===== config.mk =====
export PLATFORM = sky130hd
export DESIGN_NAME = spims_top
export DESIGN_NICKNAME = d
export VERILOG_FILES = /design/src/inc/spims_pkg.sv /design/src/inc/spims_baud_if.sv /design/src/hw/spims_baud.sv /design/src/hw/spims_top.sv
export SDC_FILE = /design/constraint.sdc
export NUM_CORES = 1
export LEC_CHECK = 0
export BUFFER_PORTS_ARGS = -buffer_cell sky130_fd_sc_hd__buf_2
export CAP_MARGIN = 25
export CORE_UTILIZATION = 56
export DETAILED_ROUTE_END_ITERATION = 8
export GPL_ROUTABILITY_DRIVEN = 1
export PLACE_DENSITY = 0.83
export SETUP_SLACK_MARGIN = 0.15
export SLEW_MARGIN = 20
export SYNTH_ARGS = -nofsm -noshare
export SYNTH_HDL_FRONTEND = slang
export SYNTH_SLANG_ARGS = --single-unit

===== constraint.sdc =====
create_clock -name I_MCLK -period 3.85 [get_ports I_MCLK]
set_input_delay 1.155 -clock I_MCLK [delete_from_list [all_inputs] [get_ports I_MCLK]]
set_output_delay 1.155 -clock I_MCLK [all_outputs]
set_load 0.005 [all_outputs]

===== src/inc/spims_pkg.sv =====
`default_nettype none
package spims_pkg;
  // register byte offsets on the bus
  localparam logic [7:0] OFS_DATA    = 8'h00;
  localparam logic [7:0] OFS_CONTROL = 8'h04;
  localparam logic [7:0] OFS_STATUS  = 8'h08;
  localparam logic [7:0] OFS_IRQ_EN  = 8'h0C;
  // port_control_reg fields
  localparam int CTL_BIT_ORDER = 7;
  localparam int CTL_MASTER    = 6;
  localparam int CTL_PHASE     = 5;
  localparam int CTL_POLARITY  = 4;
  localparam int CTL_SS_DIS    = 3;
  localparam int CTL_RATE_HI   = 2;
  localparam int CTL_RATE_LO   = 0;
  // port_status_reg fields
  localparam int STA_ENABLE    = 7;
  localparam int STA_DONE      = 6;
  localparam int STA_MODE_FLT  = 5;
  localparam int STA_COLLIDE   = 4;
  localparam int STA_OVERRUN   = 3;
  // reset values
  localparam logic [7:0] CONTROL_RST = 8'h00;
  localparam logic [7:0] DATA_RST    = 8'h00;
  // bits per byte and sck half-periods per byte
  localparam logic [3:0] BYTE_BITS   = 4'h8;
  localparam logic [4:0] BYTE_EDGES  = 5'h10;
  // half-period terminal counts for rate_select codes
  localparam logic [5:0] HALF_DIV4   = 6'h01;
  localparam logic [5:0] HALF_DIV8   = 6'h03;
  localparam logic [5:0] HALF_DIV16  = 6'h07;
  localparam logic [5:0] HALF_DIV32  = 6'h0F;
  localparam logic [5:0] HALF_DIV64  = 6'h1F;
  localparam logic [5:0] HALF_DIV128 = 6'h3F;
  localparam logic [1:0] HTRANS_NONSEQ = 2'h2;
endpackage
`default_nettype wire


===== src/inc/spims_baud_if.sv =====
`timescale 1ns/1ns
`default_nettype none
interface spims_baud_if;
  logic [2:0] rate;
  logic       run;
  logic       tick;
  modport ctl (output rate, output run, input tick);
  modport gen (input rate, input run, output tick);
endinterface
`default_nettype wire


===== src/hw/spims_baud.sv =====
`timescale 1ns/1ns
`default_nettype none
module spims_baud (
  input  wire logic   i_clk,
  input  wire logic   i_reset_n,
  spims_baud_if.gen   bif
);
  logic [5:0] cnt_r;
  logic [5:0] lim;

  always_comb begin
    unique case (bif.rate)
      3'h0: lim = spims_pkg::HALF_DIV4;
      3'h1: lim = spims_pkg::HALF_DIV8;
      3'h2: lim = spims_pkg::HALF_DIV16;
      3'h3: lim = spims_pkg::HALF_DIV32;
      3'h4: lim = spims_pkg::HALF_DIV64;
      default: lim = spims_pkg::HALF_DIV128;
    endcase
  end

  // one tick per sck half period
  always_ff @(posedge i_clk) begin
    if (!i_reset_n || !bif.run || cnt_r == lim) begin
      cnt_r <= 6'h00;
    end else begin
      cnt_r <= cnt_r + 6'h01;
    end
  end
  assign bif.tick = bif.run && (cnt_r == lim);

  property p_tick_gap;
    @(posedge i_clk) disable iff (!i_reset_n) bif.tick |=> !bif.tick;
  endproperty
  a_tick_gap: assert property (p_tick_gap) else $error("sck half period below two clocks");

  property p_div4;
    @(posedge i_clk) disable iff (!i_reset_n)
      (bif.tick && bif.rate == 3'h0) ##1 (bif.run && bif.rate == 3'h0) |-> ##1 bif.tick;
  endproperty
  a_div4: assert property (p_div4) else $error("rate code 000 not dividing by four");
endmodule // spims_baud
`default_nettype wire


===== src/hw/spims_top.sv =====
`timescale 1ns/1ns
`default_nettype none
module spims_top (
  input  wire logic        I_MCLK,
  input  wire logic        I_RESET_N,
  input  wire logic        I_HSEL,
  input  wire logic [31:0] I_HADDR,
  input  wire logic [1:0]  I_HTRANS,
  input  wire logic        I_HWRITE,
  input  wire logic [2:0]  I_HSIZE,
  input  wire logic [31:0] I_HWDATA,
  input  wire logic        I_HREADY,
  output logic      [31:0] O_HRDATA,
  output logic             O_HREADYOUT,
  output logic             O_HRESP,
  input  wire logic        I_SCK,
  output logic             O_SCK,
  output logic             O_SCK_OE,
  input  wire logic        I_MOSI,
  output logic             O_MOSI,
  output logic             O_MOSI_OE,
  input  wire logic        I_MISO,
  output logic             O_MISO,
  output logic             O_MISO_OE,
  input  wire logic        I_SS_N,
  output logic             O_IRQ
);
  logic [7:0] ctl_r;
  logic       spen_r, transfer_done_flag_r, mode_fault_flag_r, write_collision_flag_r, overrun_flag_r, irq_en_r;
  logic [7:0] tx_sh_r, rx_sh_r, rx_buf_r;
  logic [3:0] bit_cnt_r;
  logic [4:0] edge_cnt_r;
  logic       busy_r, sck_lvl_r;
  logic [3:0] sync1_r, sync2_r;
  logic       sck_d_r;
  logic       wr_pend_r;
  logic [7:0] wr_addr_r;
  logic [7:0] rd_val;
  logic       addr_ok, wr_data, wr_ctl, wr_sta, wr_ien;
  logic       dir, master_select, clock_phase_sel, clock_polarity_sel, select_input_disable;
  logic       ss_low, s_sel, s_rise, s_fall, s_lead, s_trail;
  logic       m_tick, m_lead, m_trail, lead, trail;
  logic       sample_ev, shift_ev, din, out_bit, m_done, s_done, done, occupied;
  logic       mode_fault_flag_ev;
  logic [7:0] rx_shifted, rx_cap;

  spims_baud_if bif ();

  spims_baud u_baud (
    .i_clk     (I_MCLK),
    .i_reset_n (I_RESET_N),
    .bif       (bif)
  );

  assign dir   = ctl_r[spims_pkg::CTL_BIT_ORDER];
  assign master_select  = ctl_r[spims_pkg::CTL_MASTER];
  assign clock_phase_sel  = ctl_r[spims_pkg::CTL_PHASE];
  assign clock_polarity_sel  = ctl_r[spims_pkg::CTL_POLARITY];
  assign select_input_disable = ctl_r[spims_pkg::CTL_SS_DIS];
  assign bif.rate = ctl_r[spims_pkg::CTL_RATE_HI:spims_pkg::CTL_RATE_LO];
  assign bif.run  = busy_r;

  // bus slave: address phase taken when selected, nonseq and hready
  assign addr_ok = I_HSEL && I_HREADY && (I_HTRANS == spims_pkg::HTRANS_NONSEQ);
  assign wr_data = wr_pend_r && (wr_addr_r == spims_pkg::OFS_DATA);
  assign wr_ctl  = wr_pend_r && (wr_addr_r == spims_pkg::OFS_CONTROL);
  assign wr_sta  = wr_pend_r && (wr_addr_r == spims_pkg::OFS_STATUS);
  assign wr_ien  = wr_pend_r && (wr_addr_r == spims_pkg::OFS_IRQ_EN);

  always_comb begin
    unique case (I_HADDR[7:0])
      spims_pkg::OFS_DATA:    rd_val = rx_buf_r;
      spims_pkg::OFS_CONTROL: rd_val = ctl_r;
      spims_pkg::OFS_STATUS:  rd_val = {spen_r, transfer_done_flag_r, mode_fault_flag_r, write_collision_flag_r, overrun_flag_r, 3'h0};
      spims_pkg::OFS_IRQ_EN:  rd_val = {7'h00, irq_en_r};
      default:                rd_val = 8'h00;
    endcase
    if (I_HADDR[31:8] != 24'h000000) begin
      rd_val = 8'h00;
    end
  end

  always_ff @(posedge I_MCLK) begin
    if (!I_RESET_N) begin
      wr_pend_r   <= 1'b0;
      wr_addr_r   <= 8'h00;
      O_HRDATA    <= 32'h00000000;
      O_HREADYOUT <= 1'b0;
      O_HRESP     <= 1'b0;
    end else begin
      O_HREADYOUT <= 1'b1;
      O_HRESP     <= 1'b0;
      wr_pend_r   <= addr_ok && I_HWRITE && (I_HADDR[31:8] == 24'h000000);
      wr_addr_r   <= I_HADDR[7:0];
      if (addr_ok && !I_HWRITE) begin
        O_HRDATA <= {24'h000000, rd_val};
      end
    end
  end

  // pin synchronisers: 0 sck, 1 mosi, 2 miso, 3 select
  always_ff @(posedge I_MCLK) begin
    if (!I_RESET_N) begin
      sync1_r <= 4'hF;
      sync2_r <= 4'hF;
      sck_d_r <= 1'b1;
    end else begin
      sync1_r <= {I_SS_N, I_MISO, I_MOSI, I_SCK};
      sync2_r <= sync1_r;
      sck_d_r <= sync2_r[0];
    end
  end

  assign ss_low = !sync2_r[3];
  assign s_sel  = spen_r && !master_select && (ss_low || (clock_phase_sel && select_input_disable));
  assign s_rise = sync2_r[0] && !sck_d_r;
  assign s_fall = !sync2_r[0] && sck_d_r;
  assign s_lead  = s_sel && (clock_polarity_sel ? s_fall : s_rise);
  assign s_trail = s_sel && (clock_polarity_sel ? s_rise : s_fall);
  assign m_tick  = spen_r && master_select && busy_r && bif.tick;
  assign m_lead  = m_tick && !edge_cnt_r[0];
  assign m_trail = m_tick && edge_cnt_r[0];
  assign lead    = master_select ? m_lead : s_lead;
  assign trail   = master_select ? m_trail : s_trail;
  // sample on first or second edge of each bit
  assign sample_ev = clock_phase_sel ? trail : lead;
  assign shift_ev  = (clock_phase_sel ? lead : trail) && (bit_cnt_r != 4'h0);
  assign din       = master_select ? sync2_r[2] : sync2_r[1];
  assign out_bit   = dir ? tx_sh_r[0] : tx_sh_r[7];
  assign rx_shifted = dir ? {din, rx_sh_r[7:1]} : {rx_sh_r[6:0], din};
  assign rx_cap    = sample_ev ? rx_shifted : rx_sh_r;
  assign m_done = m_tick && (edge_cnt_r == spims_pkg::BYTE_EDGES - 5'h01);
  assign s_done = !master_select && sample_ev && (bit_cnt_r == spims_pkg::BYTE_BITS - 4'h1);
  assign done   = m_done || s_done;
  assign occupied = master_select ? busy_r : (bit_cnt_r != 4'h0);
  // select low on an enabled master with select in use
  assign mode_fault_flag_ev = spen_r && master_select && !select_input_disable && ss_low;

  // shift engine
  always_ff @(posedge I_MCLK) begin
    if (!I_RESET_N || !spen_r) begin
      tx_sh_r    <= spims_pkg::DATA_RST;
      rx_sh_r    <= spims_pkg::DATA_RST;
      bit_cnt_r  <= 4'h0;
      edge_cnt_r <= 5'h00;
      busy_r     <= 1'b0;
      sck_lvl_r  <= 1'b0;
    end else begin
      if (wr_data && !occupied) begin
        tx_sh_r <= I_HWDATA[7:0];
        busy_r  <= master_select;
      end else if (shift_ev) begin
        tx_sh_r <= dir ? {1'b0, tx_sh_r[7:1]} : {tx_sh_r[6:0], 1'b0};
      end
      if (sample_ev) begin
        rx_sh_r <= rx_shifted;
      end
      if (done || (!master_select && !s_sel)) begin
        bit_cnt_r <= 4'h0;
      end else if (sample_ev) begin
        bit_cnt_r <= bit_cnt_r + 4'h1;
      end
      if (m_done || !master_select) begin
        busy_r     <= (wr_data && !occupied) ? master_select : 1'b0;
        edge_cnt_r <= 5'h00;
        sck_lvl_r  <= 1'b0;
      end else if (m_tick) begin
        edge_cnt_r <= edge_cnt_r + 5'h01;
        sck_lvl_r  <= !sck_lvl_r;
      end
    end
  end

  // control register; mode fault drops master mode
  always_ff @(posedge I_MCLK) begin
    if (!I_RESET_N) begin
      ctl_r    <= spims_pkg::CONTROL_RST;
      irq_en_r <= 1'b0;
    end else begin
      if (wr_ctl) begin
        ctl_r <= I_HWDATA[7:0];
      end
      if (mode_fault_flag_ev) begin
        ctl_r[spims_pkg::CTL_MASTER] <= 1'b0;
      end
      if (wr_ien) begin
        irq_en_r <= I_HWDATA[0];
      end
    end
  end

  // status flags: software writes 0 to clear, hardware set wins
  always_ff @(posedge I_MCLK) begin
    if (!I_RESET_N) begin
      spen_r   <= 1'b0;
      transfer_done_flag_r   <= 1'b0;
      mode_fault_flag_r   <= 1'b0;
      write_collision_flag_r   <= 1'b0;
      overrun_flag_r   <= 1'b0;
      rx_buf_r <= spims_pkg::DATA_RST;
    end else begin
      if (wr_sta) begin
        spen_r <= I_HWDATA[spims_pkg::STA_ENABLE];
        transfer_done_flag_r <= transfer_done_flag_r && I_HWDATA[spims_pkg::STA_DONE];
        mode_fault_flag_r <= mode_fault_flag_r && I_HWDATA[spims_pkg::STA_MODE_FLT];
        write_collision_flag_r <= write_collision_flag_r && I_HWDATA[spims_pkg::STA_COLLIDE];
        overrun_flag_r <= overrun_flag_r && I_HWDATA[spims_pkg::STA_OVERRUN];
      end
      if (done) begin
        if (transfer_done_flag_r) begin
          overrun_flag_r <= 1'b1;
        end else begin
          transfer_done_flag_r   <= 1'b1;
          rx_buf_r <= rx_cap;
        end
      end
      if (wr_data && occupied) begin
        write_collision_flag_r <= 1'b1;
      end
      if (mode_fault_flag_ev) begin
        mode_fault_flag_r <= 1'b1;
        spen_r <= 1'b0;
      end
    end
  end

  // registered pins
  always_ff @(posedge I_MCLK) begin
    if (!I_RESET_N) begin
      O_SCK     <= 1'b0;
      O_SCK_OE  <= 1'b0;
      O_MOSI    <= 1'b0;
      O_MOSI_OE <= 1'b0;
      O_MISO    <= 1'b0;
      O_MISO_OE <= 1'b0;
      O_IRQ     <= 1'b0;
    end else begin
      O_SCK     <= sck_lvl_r ^ clock_polarity_sel;
      O_SCK_OE  <= spen_r && master_select;
      O_MOSI    <= out_bit;
      O_MOSI_OE <= spen_r && master_select;
      O_MISO    <= out_bit;
      O_MISO_OE <= s_sel;
      O_IRQ     <= irq_en_r && (transfer_done_flag_r || (mode_fault_flag_r && !select_input_disable));
    end
  end

  property p_unsel_float;
    @(posedge I_MCLK) disable iff (!I_RESET_N)
      (!master_select && !ss_low && !(clock_phase_sel && select_input_disable)) |=> !O_MISO_OE;
  endproperty
  a_unsel_float: assert property (p_unsel_float) else $error("unselected slave drives miso");

  property p_unsel_count;
    @(posedge I_MCLK) disable iff (!I_RESET_N)
      (spen_r && !master_select && !s_sel) |=> (bit_cnt_r == 4'h0);
  endproperty
  a_unsel_count: assert property (p_unsel_count) else $error("unselected slave counted bits");

  property p_cnt_max;
    @(posedge I_MCLK) disable iff (!I_RESET_N) bit_cnt_r <= spims_pkg::BYTE_BITS;
  endproperty
  a_cnt_max: assert property (p_cnt_max) else $error("bit count beyond one byte");

  property p_start;
    @(posedge I_MCLK) disable iff (!I_RESET_N)
      (spen_r && master_select && wr_data && !busy_r && !mode_fault_flag_ev) |=> busy_r ##[1:64] bif.tick;
  endproperty
  a_start: assert property (p_start) else $error("idle master write did not start");

  property p_collide;
    @(posedge I_MCLK) disable iff (!I_RESET_N)
      (wr_data && occupied && spen_r) |=> write_collision_flag_r;
  endproperty
  a_collide: assert property (p_collide) else $error("busy write did not flag collision");

  property p_done;
    @(posedge I_MCLK) disable iff (!I_RESET_N)
      (done && !transfer_done_flag_r) |=> (transfer_done_flag_r && rx_buf_r == $past(rx_cap));
  endproperty
  a_done: assert property (p_done) else $error("byte end not flagged or stored");

  property p_overrun;
    @(posedge I_MCLK) disable iff (!I_RESET_N)
      (done && transfer_done_flag_r) |=> (overrun_flag_r && $stable(rx_buf_r));
  endproperty
  a_overrun: assert property (p_overrun) else $error("overrun lost old byte");

  property p_no_mode_fault_flag;
    @(posedge I_MCLK) disable iff (!I_RESET_N)
      (master_select && select_input_disable && !mode_fault_flag_r && !(wr_sta || wr_ctl)) |=> !mode_fault_flag_r;
  endproperty
  a_no_mode_fault_flag: assert property (p_no_mode_fault_flag) else $error("mode fault with select disabled");

  property p_idle_sck;
    @(posedge I_MCLK) disable iff (!I_RESET_N)
      (!spen_r && !wr_ctl) ##1 (!spen_r && !wr_ctl) |-> ##1 (O_SCK == clock_polarity_sel && !O_MISO_OE);
  endproperty
  a_idle_sck: assert property (p_idle_sck) else $error("disabled port not idle");
endmodule // spims_top
`default_nettype wire


==> results.py <==
metrics = {
    "outcome": {
        "status": "finished clean",
    },
    "power": {
        "ir_worst_vdd_v": 0.000232,
        "p_per_area_nw_per_um2": 356,
        "p_leak_nw": 1.89,
    },
    "sta": {
        "max_slew.worst_pin.slew_ns": 0.969,
        "finalClockSkew_ns": 0.00759,
        "setup_viol": 0,
        "finalHoldViolCount": 0,
        "rsz0062_at_grt": "false",
        "slew_headroom_pct": 35.3,
        "fin_crit_sh_pct": 77.7,
        "maxSlewViolCount": 0,
        "post-route-min-period_ns": 2.99,
        "holdWs_ns": 0.410,
        "setup_tns_ns": 0,
        "fmax_mhz": 334,
    },
    "cts": {
        "ctsHoldBuffers": 0,
        "clk_pin_slew_ns": 0.08,
        "clock_path_buffers": 2,
        "htreeDepth": 3,
        "clkLatencyLatePin_ns": 0.35,
        "cts_made_buffers": 9,
        "cts_tree": "built",
        "post_cts_buffers": 0,
        "clockRootBuffer": "clkbuf_8",
        "cts_resized": 0,
        "clock_sinks": 87,
    },
    "die": {
        "die-area_um2": 7920,
        "die_h_um": 89.0,
        "io_pins": 119,
        "initial_core_util_pct": 58.1,
        "die_w_um": 89.0,
        "core_area_um2": 7290,
        "rows": 31,
    },
    "route": {
        "drt-wirelength-per-cell_um": 14.7,
        "dr.first_iter.drc_count": 195,
        "drc": 0,
        "wl_um": 9230,
        "via_per_inst": 5.50,
        "ant_nets": 0,
        "firstDrtPassIters": 4,
        "route.vias.total": 3457,
    },
    "global_routing": {
        "grt_pass1_vias": 3240,
        "grt_max_degree": 38,
        "grt_antenna_before_repair": 0,
        "grtUsageMet3_pct": 4.89,
        "gr-total-overflow": 0,
        "grt_pass1_wl_um": 15100,
        "met1_usage_pct": 28.9,
        "grt_util_met2_pct": 43.9,
        "busiest_layer": "met2",
        "grt.total_usage_pct": 24.8,
    },
    "placement": {
        "dp.cells": 613,
        "port_buffers": 66,
        "gp_congestion": 0.883,
        "dp_hpwl_um": 6740,
    },
    "final_layout": {
        "diodes": 0,
        "nNetsFinal": 608,
        "syn_to_final_growth_pct": 11.3,
        "layout-drive-gt1-share_pct": 19.1,
        "fillerInstances": 626,
        "instances_no_fill": 629,
    },
    "synthesis": {
        "synth_edf_count": 0,
        "synthFlopType": "dfxtp_1",
        "syn_avg_cell_area_um2": 9.03,
        "ys.warnings.count": 0,
        "async_flop_share_pct": 0,
        "ys_types": 58,
        "ys_seq_area_share_pct": 41.1,
        "syn_inst": 469,
        "syn_area_um2": 4240,
        "ys_ff_latch": 87,
    },
    "worst_setup_path": {
        "crit_required_ns": 4.15,
        "reg2reg_slack_ns": 0.86,
        "path_class": "reg2reg",
        "reg2regPathDepth": 7,
        "worst_ep_arrival_time_ns": 3.29,
        "cp_max_fo": 27,
        "endpoint_kind": "flop",
        "cp-start-kind": "flop",
        "critPathCapture": "transfer_done_flag_r",
        "rr_startpoint": "ctl_r[4]",
        "reg2reg_to": "transfer_done_flag_r",
        "crit_start": "ctl_r[4]",
    },
    "run": {
        "maxCapViolations": 0,
    },
    "hold_path": {
        "min_path_type": "reg2reg",
    },
}
[cell type report]
class / count / area, µm² / area share (%)
sequential: 87 / 1740 / 36.9
multi-input combinational: 346 / 2230 / 47.3
tap: 99 / 124 / 2.63
clock inverter: 6 / 83.8 / 1.78
clock buffer: 10 / 138 / 2.92
timing repair buffer: 70 / 357 / 7.56
inverter: 11 / 41.3 / 0.876
[placed cells by master (no fill, tap or decap), types with 5 or more instances in the layout]
| cell | n |
|---|---|
| dfxtp_1 | 87 |
| nor2b_1 | 22 |
| and2_1 | 14 |
| a22oi_1 | 8 |
| nor3_1 | 5 |
| nand2b_1 | 12 |
| nand2_1 | 33 |
| nand3_1 | 7 |
| conb_1 | 25 |
| xor2_1 | 7 |
| clkbuf_8 | 10 |
| inv_1 | 11 |
| mux2i_1 | 27 |
| a21oi_1 | 26 |
| and3_1 | 9 |
| ha_1 | 5 |
| a32oi_1 | 6 |
| nor2_1 | 40 |
| nor4_1 | 10 |
| buf_2 | 66 |
| mux2_2 | 8 |
| nand3b_1 | 5 |
| o21ai_0 | 25 |
| o2111ai_1 | 9 |
[cells by family (layout without fill, tap and decap cells)]
| kind of cell | after synthesis | count (layout) | share of synthesized area [%] |
|---|---|---|---|
| AND/OR/NAND/NOR | 175 | 175 | 22.5 |
| AO/OA/AOI/OAI | 96 | 96 | 15.9 |
| flip-flops | 87 | 87 | 41.1 |
| buffers and inverters | 60 | 97 | 8.39 |
| multiplexers | 35 | 35 | 8.51 |
| XOR/XNOR | 10 | 10 | 2.07 |
| adder cells (fa/ha/maj) | 5 | 5 | 1.48 |
| other | 1 | 25 | 0.0885 |
[sequential cells by signal, summed over array words and instances, names as in the netlist, 4 cells and up]
register and cells:
u_baud.cnt_r 6, tx_sh_r 8, O_HRDATA 8, ctl_r 8
sync1_r 4, wr_addr_r 8, rx_sh_r 8, rx_buf_r 8
sync2_r 4, bit_cnt_r 4, edge_cnt_r 5
[worst min path at each step]
stage               slack (ns)  cells past startpoint        from    endpoint
finish                    0.41                      1  sync1_r[2]  sync2_r[2]
floorplan                 0.39                      1  sync1_r[0]  sync2_r[0]
detailed placement        0.39                      1  sync1_r[2]  sync2_r[2]
global route              0.42                      1  sync1_r[2]  sync2_r[2]
CTS                       0.41                      1  sync1_r[2]  sync2_r[2]
global placement          0.39                      1  sync1_r[1]  sync2_r[1]
[per-layer routing]
layer  part of all wire, %  wire [µm]
met4                   1.9        177
met2                    51       4700
met5                     0          0
met1                    44       4040
met3                   3.3        307
[Yosys cell counts (2+ instances only)]
library cell	count	area, µm²
buf_2	5	25.0
a211o_1	2	17.5
o211a_1	2	20.0
nor4_1	10	62.6
or3_1	2	12.5
a211oi_1	2	15.0
nor3_1	5	25.0
nand3b_1	5	37.5
clkbuf_1	12	45.0
inv_1	11	41.3
o21a_1	2	15.0
buf_4	29	218
and3_1	9	56.3
nor2b_1	22	138
buf_6	2	22.5
o2111ai_1	9	78.8
nor2_1	40	150
or3b_1	2	17.5
nand3_1	7	35.0
and2_1	14	87.6
dfxtp_1	87	1740
nand2_1	33	124
mux2i_1	27	270
a21oi_1	26	130
xor2_1	7	61.3
a32oi_1	6	52.6
mux2_2	8	90.1
xnor2_1	3	26.3
ha_1	5	62.6
o21ai_0	25	125
a22oi_1	8	60.1
or4b_1	2	20.0
nand2b_1	12	75.1
or4_1	2	15.0
nand4_1	2	12.5
a21boi_0	2	15.0
[worst max-delay path, cell delays in order, from the launching register on]
cell,delay [ns]
dfxtp_1,0.43
or3b_1,0.41
a2111oi_1,0.57
inv_1,0.16
a32oi_4,0.74
a2bb2oi_1,0.23
nor2_1,0.24
o21a_1,0.15
[where the power goes]
| group | switching, mW | internal, mW | total, mW |
|---|---|---|---|
| Sequential | 0.00383 | 0.908 | 0.912 |
| Combinational | 0.0342 | 0.0307 | 0.0649 |
| Clock | 0.321 | 0.381 | 0.702 |
| Total | 0.360 | 1.32 | 1.68 |
[through the flow]
step                      total power [mW]  util, %  area (µm²)  setup WS, ns
after floorplan                      0.981        -        4330          1.01
after global placement               0.995     61.6        4490          1.04
after detailed placement             0.998     61.6        4490         0.883
after CTS                             1.69     64.7        4710         0.848
after global routing                  1.74     64.7        4710         0.612
final                                 1.68     64.7        4710         0.860
Note: power is estimated with default switching activity, not from simulation.
